[src/afrc_pkg.sv]
// Summary of operation
// (RL1) Flag bits 7-5 read as zero
// (RL2) Negative flag follows result MSB
// (RL3) Overflow flag marks signed wrap
// (RL4) Zero flag set on zero result
// (RL5) Nibble carry from bit 3 on add/sub
// (RL6) Carry from bit 7 on add/sub
// (RL7) Subtract adds two's complement of operand
// (RL8) Carry reads zero when borrow occurred
// (RL9) Rotates load nibble carry from bit 4/3
// (RL10) Carry rotates load source end bit
// (RL11) Reset cause flags readable and writable
// (RL12) Priority enable bit 7, resets to zero
// (RL13) Reset-instruction flag cleared by that reset
// (RL14) Watchdog flag cleared by expiry, set by watchdog clear, sleep or power-on
// (RL15) Sleep flag cleared by sleep instruction
// (RL16) Power-up flag zero after power-on reset
// (RL17) Brown-out flag zero after brown-out reset
// (RL18) Brown-out flag one at power-on if enabled
// (RL19) Software sets power-up flag after detection
// (RL20) Computed flags override writes to flags
// (RL21) Long write enable cleared only by reset
// (RL22) Untouched cause flags keep their values
package afrc_pkg;
  localparam logic [31:0] ADDR_FLAGS  = 32'h0000_0000;
  localparam logic [31:0] ADDR_CAUSE  = 32'h0000_0004;
  localparam int          FLAG_N      = 4;
  localparam int          FLAG_OV     = 3;
  localparam int          FLAG_Z      = 2;
  localparam int          FLAG_DC     = 1;
  localparam int          FLAG_C      = 0;
  localparam int          CAUSE_IRQ_PRIORITY_ENABLE  = 7;
  localparam int          CAUSE_LWE   = 6;
  localparam int          CAUSE_RI    = 4;
  localparam int          CAUSE_WDT   = 3;
  localparam int          CAUSE_SLP   = 2;
  localparam int          CAUSE_POR   = 1;
  localparam int          CAUSE_BOR   = 0;
  localparam logic [4:0]  FLAGS_RST   = 5'h00;
  localparam logic [7:0]  CAUSE_WMASK = 8'hDF;
  localparam logic [1:0]  RESP_OKAY   = 2'h0;
  localparam logic [1:0]  RESP_SLVERR = 2'h2;
  typedef enum logic [3:0] {
    AFRC_OP_NONE, AFRC_OP_ADD_REG, AFRC_OP_ADD_LIT, AFRC_OP_SUB_REG, AFRC_OP_SUB_LIT,
    AFRC_OP_LOGIC, AFRC_OP_RR_CARRY, AFRC_OP_RR_PLAIN, AFRC_OP_RL_CARRY, AFRC_OP_RL_PLAIN
  } afrc_op_t;
endpackage : afrc_pkg

[src/afrc_regs.sv]
`timescale 1ns/1ps
module afrc_regs (
  // Clock and reset
  input  wire logic        aclk,
  input  wire logic        aresetn,
  // AXI4-Lite write
  input  wire logic [31:0] s_awaddr,
  input  wire logic        s_awvalid,
  output logic             s_awready,
  input  wire logic [31:0] s_wdata,
  input  wire logic [3:0]  s_wstrb,
  input  wire logic        s_wvalid,
  output logic             s_wready,
  output logic [1:0]       s_bresp,
  output logic             s_bvalid,
  input  wire logic        s_bready,
  // AXI4-Lite read
  input  wire logic [31:0] s_araddr,
  input  wire logic        s_arvalid,
  output logic             s_arready,
  output logic [31:0]      s_rdata,
  output logic [1:0]       s_rresp,
  output logic             s_rvalid,
  input  wire logic        s_rready,
  // ALU result, one-cycle strobe with operands
  input  wire logic        alu_valid,
  input  wire logic [3:0]  alu_op,
  input  wire logic [7:0]  alu_a,
  input  wire logic [7:0]  alu_b,
  input  wire logic [7:0]  alu_logic_res,
  // Reset events and ops, one-cycle pulses; brown-out detect enable is a level
  input  wire logic        por_event,
  input  wire logic        bor_event,
  input  wire logic        master_clear_pin_event,
  input  wire logic        soft_reset_event,
  input  wire logic        watchdog_expiry_event,
  input  wire logic        watchdog_clear_op,
  input  wire logic        sleep_op,
  input  wire logic        brownout_detect_enable,
  // Outputs to consumers
  output logic [7:0]       alu_result,
  output logic [4:0]       alu_flags,
  output logic             irq_priority_enable,
  output logic             long_program_write_enable
);
  logic [7:0] aw_addr_r, cause_r;
  logic       aw_have_r, w_have_r;
  logic [31:0] w_data_r;
  logic [3:0] w_strb_r;
  logic [4:0] flags_r, flags_nxt;
  logic [7:0] res_nxt;
  logic       flags_wr, cause_wr;
  afrc_pkg::afrc_op_t op;

  assign op = afrc_pkg::afrc_op_t'(alu_op);
  assign s_awready = !aw_have_r && !s_bvalid;
  assign s_wready  = !w_have_r && !s_bvalid;
  assign flags_wr  = aw_have_r && w_have_r && w_strb_r[0] && aw_addr_r == afrc_pkg::ADDR_FLAGS[7:0];
  assign cause_wr  = aw_have_r && w_have_r && w_strb_r[0] && aw_addr_r == afrc_pkg::ADDR_CAUSE[7:0];

  // Write channel capture, address and data in either order
  always_ff @(posedge aclk) begin
    if (!aresetn) begin
      aw_have_r <= 1'b0;
      w_have_r  <= 1'b0;
      aw_addr_r <= 8'h00;
      w_data_r  <= 32'h0000_0000;
      w_strb_r  <= 4'h0;
      s_bvalid  <= 1'b0;
      s_bresp   <= afrc_pkg::RESP_OKAY;
    end else begin
      if (s_awvalid && s_awready) begin
        aw_have_r <= 1'b1;
        aw_addr_r <= s_awaddr[7:0];
      end
      if (s_wvalid && s_wready) begin
        w_have_r <= 1'b1;
        w_data_r <= s_wdata;
        w_strb_r <= s_wstrb;
      end
      if (aw_have_r && w_have_r) begin
        aw_have_r <= 1'b0;
        w_have_r  <= 1'b0;
        s_bvalid  <= 1'b1;
        s_bresp   <= (aw_addr_r == afrc_pkg::ADDR_FLAGS[7:0] || aw_addr_r == afrc_pkg::ADDR_CAUSE[7:0])
                     ? afrc_pkg::RESP_OKAY : afrc_pkg::RESP_SLVERR;
      end else if (s_bvalid && s_bready) begin
        s_bvalid <= 1'b0;
      end
    end
  end

  // Read channel, one cycle answer; unused flag bits read zero
  always_ff @(posedge aclk) begin
    if (!aresetn) begin
      s_arready <= 1'b0;
      s_rvalid  <= 1'b0;
      s_rdata   <= 32'h0000_0000;
      s_rresp   <= afrc_pkg::RESP_OKAY;
    end else begin
      s_arready <= !s_rvalid && !s_arready && s_arvalid;
      if (s_arvalid && s_arready) begin
        s_rvalid <= 1'b1;
        s_rresp  <= afrc_pkg::RESP_OKAY;
        // (RL1) upper zero read
        if (s_araddr[7:0] == afrc_pkg::ADDR_FLAGS[7:0]) s_rdata <= {27'h0, flags_r};
        else if (s_araddr[7:0] == afrc_pkg::ADDR_CAUSE[7:0]) s_rdata <= {24'h0, cause_r};
        else begin
          s_rdata <= 32'h0000_0000;
          s_rresp <= afrc_pkg::RESP_SLVERR;
        end
      end else if (s_rvalid && s_rready) begin
        s_rvalid <= 1'b0;
      end
    end
  end

  // Flag computation from the ALU operation
  always_comb begin
    logic [8:0] sum;
    logic [4:0] lo;
    logic [7:0] b_eff;
    logic       cin;
    sum       = 9'h000;
    lo        = 5'h00;
    b_eff     = alu_b;
    cin       = 1'b0;
    res_nxt   = alu_logic_res;
    flags_nxt = flags_r;
    unique case (op)
      afrc_pkg::AFRC_OP_ADD_REG, afrc_pkg::AFRC_OP_ADD_LIT, afrc_pkg::AFRC_OP_SUB_REG,
      afrc_pkg::AFRC_OP_SUB_LIT: begin
        // (RL7) subtract via complement
        if (op == afrc_pkg::AFRC_OP_SUB_REG || op == afrc_pkg::AFRC_OP_SUB_LIT) begin
          b_eff = ~alu_b;
          cin   = 1'b1;
        end
        sum = {1'b0, alu_a} + {1'b0, b_eff} + {8'h00, cin};
        lo  = {1'b0, alu_a[3:0]} + {1'b0, b_eff[3:0]} + {4'h0, cin};
        res_nxt = sum[7:0];
        // (RL5) nibble carry out
        flags_nxt[afrc_pkg::FLAG_DC] = lo[4];
        // (RL6) (RL8) carry, inverted borrow
        flags_nxt[afrc_pkg::FLAG_C]  = sum[8];
        // (RL3) signed wrap detect
        flags_nxt[afrc_pkg::FLAG_OV] = (alu_a[7] == b_eff[7]) && (sum[7] != alu_a[7]);
      end
      afrc_pkg::AFRC_OP_RR_CARRY, afrc_pkg::AFRC_OP_RR_PLAIN: begin
        res_nxt = {(op == afrc_pkg::AFRC_OP_RR_CARRY) ? flags_r[afrc_pkg::FLAG_C] : alu_a[0], alu_a[7:1]};
        // (RL9) nibble from bit 4
        flags_nxt[afrc_pkg::FLAG_DC] = alu_a[4];
        // (RL10) carry from low bit
        if (op == afrc_pkg::AFRC_OP_RR_CARRY) flags_nxt[afrc_pkg::FLAG_C] = alu_a[0];
      end
      afrc_pkg::AFRC_OP_RL_CARRY, afrc_pkg::AFRC_OP_RL_PLAIN: begin
        res_nxt = {alu_a[6:0], (op == afrc_pkg::AFRC_OP_RL_CARRY) ? flags_r[afrc_pkg::FLAG_C] : alu_a[7]};
        // (RL9) nibble from bit 3
        flags_nxt[afrc_pkg::FLAG_DC] = alu_a[3];
        // (RL10) carry from high bit
        if (op == afrc_pkg::AFRC_OP_RL_CARRY) flags_nxt[afrc_pkg::FLAG_C] = alu_a[7];
      end
      default: res_nxt = alu_logic_res;
    endcase
    if (op != afrc_pkg::AFRC_OP_NONE) begin
      // (RL2) sign of result
      flags_nxt[afrc_pkg::FLAG_N] = res_nxt[7];
      // (RL4) zero result
      flags_nxt[afrc_pkg::FLAG_Z] = (res_nxt == 8'h00);
    end
  end

  // Flag register; an ALU update beats a bus write
  always_ff @(posedge aclk) begin
    if (!aresetn) begin
      flags_r    <= afrc_pkg::FLAGS_RST;
      alu_result <= 8'h00;
    end else if (alu_valid) begin
      // (RL20) computed flags win
      flags_r    <= flags_nxt;
      alu_result <= res_nxt;
    end else if (flags_wr) begin
      flags_r <= w_data_r[4:0];
    end
  end

  // Reset cause register; events beat software writes
  always_ff @(posedge aclk) begin
    if (!aresetn) begin
      // (RL12) priority enable resets low
      cause_r <= 8'h1C;
    end else begin
      // (RL11) (RL22) software write, others hold
      if (cause_wr) cause_r <= (w_data_r[7:0] & afrc_pkg::CAUSE_WMASK)
                               | {1'b0, cause_r[afrc_pkg::CAUSE_LWE] | w_data_r[6], 6'h00};
      // (RL13) soft reset marker
      if (soft_reset_event) cause_r[afrc_pkg::CAUSE_RI] <= 1'b0;
      // (RL14) watchdog flag
      if (watchdog_clear_op || sleep_op) cause_r[afrc_pkg::CAUSE_WDT] <= 1'b1;
      if (watchdog_expiry_event) cause_r[afrc_pkg::CAUSE_WDT] <= 1'b0;
      // (RL15) sleep flag
      if (sleep_op) cause_r[afrc_pkg::CAUSE_SLP] <= 1'b0;
      // (RL21) long write cleared by reset only
      if (master_clear_pin_event) cause_r[afrc_pkg::CAUSE_LWE] <= 1'b0;
      // (RL17) brown-out marker
      if (bor_event) cause_r[afrc_pkg::CAUSE_BOR] <= 1'b0;
      if (por_event) begin
        cause_r <= 8'h1C;
        // (RL16) (RL18) power-on values
        cause_r[afrc_pkg::CAUSE_POR] <= 1'b0;
        cause_r[afrc_pkg::CAUSE_BOR] <= brownout_detect_enable;
      end
    end
  end

  // Outputs registered straight from state
  always_ff @(posedge aclk) begin
    if (!aresetn) begin
      alu_flags                 <= 5'h00;
      irq_priority_enable       <= 1'b0;
      long_program_write_enable <= 1'b0;
    end else begin
      alu_flags                 <= flags_r;
      irq_priority_enable       <= cause_r[afrc_pkg::CAUSE_IRQ_PRIORITY_ENABLE];
      long_program_write_enable <= cause_r[afrc_pkg::CAUSE_LWE];
    end
  end
endmodule : afrc_regs

[config.mk]
export PLATFORM = sky130hd
export DESIGN_NAME = afrc_regs
export DESIGN_NICKNAME = d
export VERILOG_FILES = /design/src/afrc_pkg.sv /design/src/afrc_regs.sv
export SDC_FILE = /design/constraint.sdc
export NUM_CORES = 1
export LEC_CHECK = 0
export BUFFER_PORTS_ARGS = -buffer_cell sky130_fd_sc_hd__buf_2
export CORE_MARGIN = 2
export CORE_UTILIZATION = 40
export CTS_BUF_LIST = sky130_fd_sc_hd__clkbuf_8 sky130_fd_sc_hd__clkbuf_16
export CTS_CLUSTER_SIZE = 25
export DETAILED_ROUTE_END_ITERATION = 10
export PLACE_DENSITY_LB_ADDON = 0.12
export SYNTH_ARGS = -nofsm -noshare
export SYNTH_HDL_FRONTEND = slang
export SYNTH_SLANG_ARGS = --single-unit
[constraint.sdc]
create_clock -name aclk -period 3.2 [get_ports aclk]
set_input_delay 0.64 -clock aclk [delete_from_list [all_inputs] [get_ports aclk]]
set_output_delay 0.64 -clock aclk [all_outputs]
set_load 0.02 [all_outputs]
==> reports/metrics.csv <==
stage;metric;value;unit
placed_design;place_hpwl;6.64;mm
logic_synthesis;avgSynthCellArea;8.28;µm²
floorplanning;die_w;95.3;µm
sta;holdWs;442;ps
logic_synthesis;synth_compound_area_share;22.2;%
floorplanning;rows;33;
sta;slew_headroom;58.2;%
clock_network;cts_tree;yes;
floorplanning;start_util;41.0;%
hold_path;hp-start;s_rvalid;
logic_synthesis;netlist_top_cells_area;dfxtp_1, nand2_1, buf_4;
critical_path;r2r-start;aw_addr_r[7];
sta;fin_skew;7.60;ps
hold_path;hold_path.class;reg -> reg;
logic_synthesis;yosysMostFrequentCell;nand2_1;
critical_path;crit_required;3470;ps
logic_synthesis;yosysUniqueCellTypes;64;
routing;dr.pass1.iters;4;
routing;wl_per_cell;13.7;µm
logic_synthesis;yosys.area_share.simple;21.2;%
clock_network;post_cts_buffers;0;
global_routing;grt_pass1_vias;2769;
sta;slew_violations;0;
routing;drt_iter0_markers;148;
placed_design;io_buffers;96;
clock_network;htree_levels;3;
critical_path;r2r_slack;1090;ps
logic_synthesis;synth_common_cells;nand2_1, dfxtp_1, buf_4, nor2_1, a21oi_1;
logic_synthesis;synth_seq_cells;57;
layout;drive_above_1_share;28.4;%
logic_synthesis;synth_top_area_share;34.2;%
logic_synthesis;synth_area;3340;µm²
routing;via_per_inst;4.95;
global_routing;grt_pass1_wl;13.4;mm
sta;setup_viol;0;
pwr;pwr_density_cell;463;nW/µm²
global_routing;grt_max_degree;30;
logic_synthesis;synth_warnings;0;
sta;tightest_slew;611;ps
logic_synthesis;ys_seq_area_share;34.2;%
layout;area_growth;25.0;%
sta;finalCriticalPeriod;2990;ps
clock_network;clk_latency;330;ps
critical_path;crit_arrival;3260;ps
logic_synthesis;synthCells;403;
clock_network;hold_buffers;0;
global_routing;track_usage;19.3;%
floorplanning;core_area;8130;µm²
pwr;peakVddDrop;0.000284;V
layout;seq_area;1140;µm²
logic_synthesis;ys.flop_type;dfxtp_1;
routing;vias;3103;
critical_path;end_kind;flop;
layout;layout.nets;671;
critical_path;critPathLaunchType;primary input;
logic_synthesis;synth_top_area_cell;dfxtp_1;
global_routing;antenna_found_initial;0;
clock_network;clockBufferDepth;2;
logic_synthesis;synthAdderAreaFrac;3.98;%
sta;hold_violations;0;
logic_synthesis;synthArstFlopShare;0;%
placed_design;place_congestion;0.893;
pwr;p_leak;2.00;nW
layout;antenna_cells;0;
sta;rsz0062_at_grt;no;
sta;timing.final.crit_share;93.4;%
layout;fillers;800;
floorplanning;io_pins;200;
clock_network;cts_buffers;9;
clock_network;cts_resized;0;
logic_synthesis;synth_edf_count;0;
routing;ant_nets;0;
run_status;outcome;finished, final reports clean;
routing;drc;0;
layout;multi_input_area;1960;µm²
clock_network;cts_root_buffer;clkbuf_8;
logic_synthesis;muxShareOfSynthArea;4.09;%
clock_network;clkTransAtPathRegs;70;ps
sta;timing.fmax;335;MHz
critical_path;path_class;in -> reg;
floorplanning;dieArea;9090;µm²
placed_design;dp_cells;611;
global_routing;grt_overflow;0;
logic_synthesis;synth_top_family_by_area;compound AO/OA/AOI/OAI gates;
critical_path;path_max_fanout;4;
clock_network;cts_sinks;57;
logic_synthesis;synthXorXnorAreaFrac;3.94;%
layout;final_cells;627;
floorplanning;die_h;95.3;µm
flow_run;cap_violations;0;
critical_path;crit_path_start;alu_op[3];
routing;routed_wl;8.58;mm
cells in the final DEF (no fill, tap or decap), types with 4 or more instances in the layout:
cell / count
nor3_1: 8
o211a_1: 6
o21ai_0: 17
a21boi_0: 19
inv_1: 13
xnor2_1: 10
nand4_1: 4
nand2_1: 59
nor2_1: 24
xor2_1: 5
nor2b_1: 7
and2_1: 13
buf_4: 26
nand3_1: 4
nand2b_1: 9
conb_1: 27
buf_2: 96
a21oi_1: 23
clkbuf_8: 9
ha_1: 9
dfxtp_1: 57
a211oi_1: 6
mux2i_1: 11
per-layer routing:
| metal | GRT usage [%] | up-vias | part of all wire, % |
|---|---|---|---|
| met2 | 30.2 | 97 | 44 |
| met3 | 4.51 | 6 | 6.6 |
| met1 | 26.3 | 1411 | 48 |
| li1 | - | 1589 | - |
| met5 | 0 | - | 0 |
| met4 | 6.40 | 0 | 0.93 |
worst max-delay path, stage by stage:
cell,delay [ps]
buf_2,120
nor4b_2,260
buf_4,180
nor2_4,50
xnor2_1,180
inv_1,90
fa_1,500
inv_1,40
a222oi_1,370
nand2_1,120
a2111oi_2,350
and4_1,230
a31o_1,130
final timing paths:
kind                     end  cells after the start
hold reg to reg    s_arready                      1
setup / recovery  flags_r[2]                     13
hold / removal     s_arready                      1
setup reg to reg  flags_r[2]                      7
kinds of logic after synthesis:
kind of cell / count (synthesis)
muxes: 13
AOI/OAI and AO/OA: 105
and+or+nand+nor: 144
DFF: 57
other: 1
buffers and inverters: 58
adders and majority gates: 10
xor gates and xnor gates: 15
sequential cells by signal, summed over array words and instances, names as in the netlist:
name,cells
flags_r,5
cause_r,7
aw_have_r,1
s_bvalid,1
alu_flags,5
irq_priority_enable,1
w_data_r,7
s_rresp,1
s_rvalid,1
w_strb_r,1
s_arready,1
long_program_write_enable,1
w_have_r,1
s_rdata,7
aw_addr_r,8
alu_result,8
s_bresp,1
power breakdown:
part | switching [mW] | internal [mW]
combinational | 0.251 | 0.194
sequential | 0.0230 | 0.746
clock | 0.285 | 0.431
total | 0.560 | 1.37
area by class of cell:
cell class / instances / share of cell area (%)
Multi-Input combinational cell: 314 / 47.1
Sequential cell: 57 / 27.4
Timing Repair Buffer: 122 / 16.2
Tap cell: 105 / 3.15
Clock buffer: 9 / 2.97
Clock inverter: 7 / 2.07
Inverter: 13 / 1.17
through the flow:
step                      setup WS, ps  cell area (µm²)  power (mW)  setup TNS [ps]  utilization, %
final                              212             4170        1.93               0            51.3
after global routing              37.8             4170        2.04               0            51.3
after CTS                          222             4170        1.95               0            51.3
after detailed placement          -123             3960        1.23            -300            48.7
after global placement           -82.6             3960        1.23            -217            48.7
after floorplan                   26.5             3440        1.09               0               -
(Power assumes the default switching activity.)
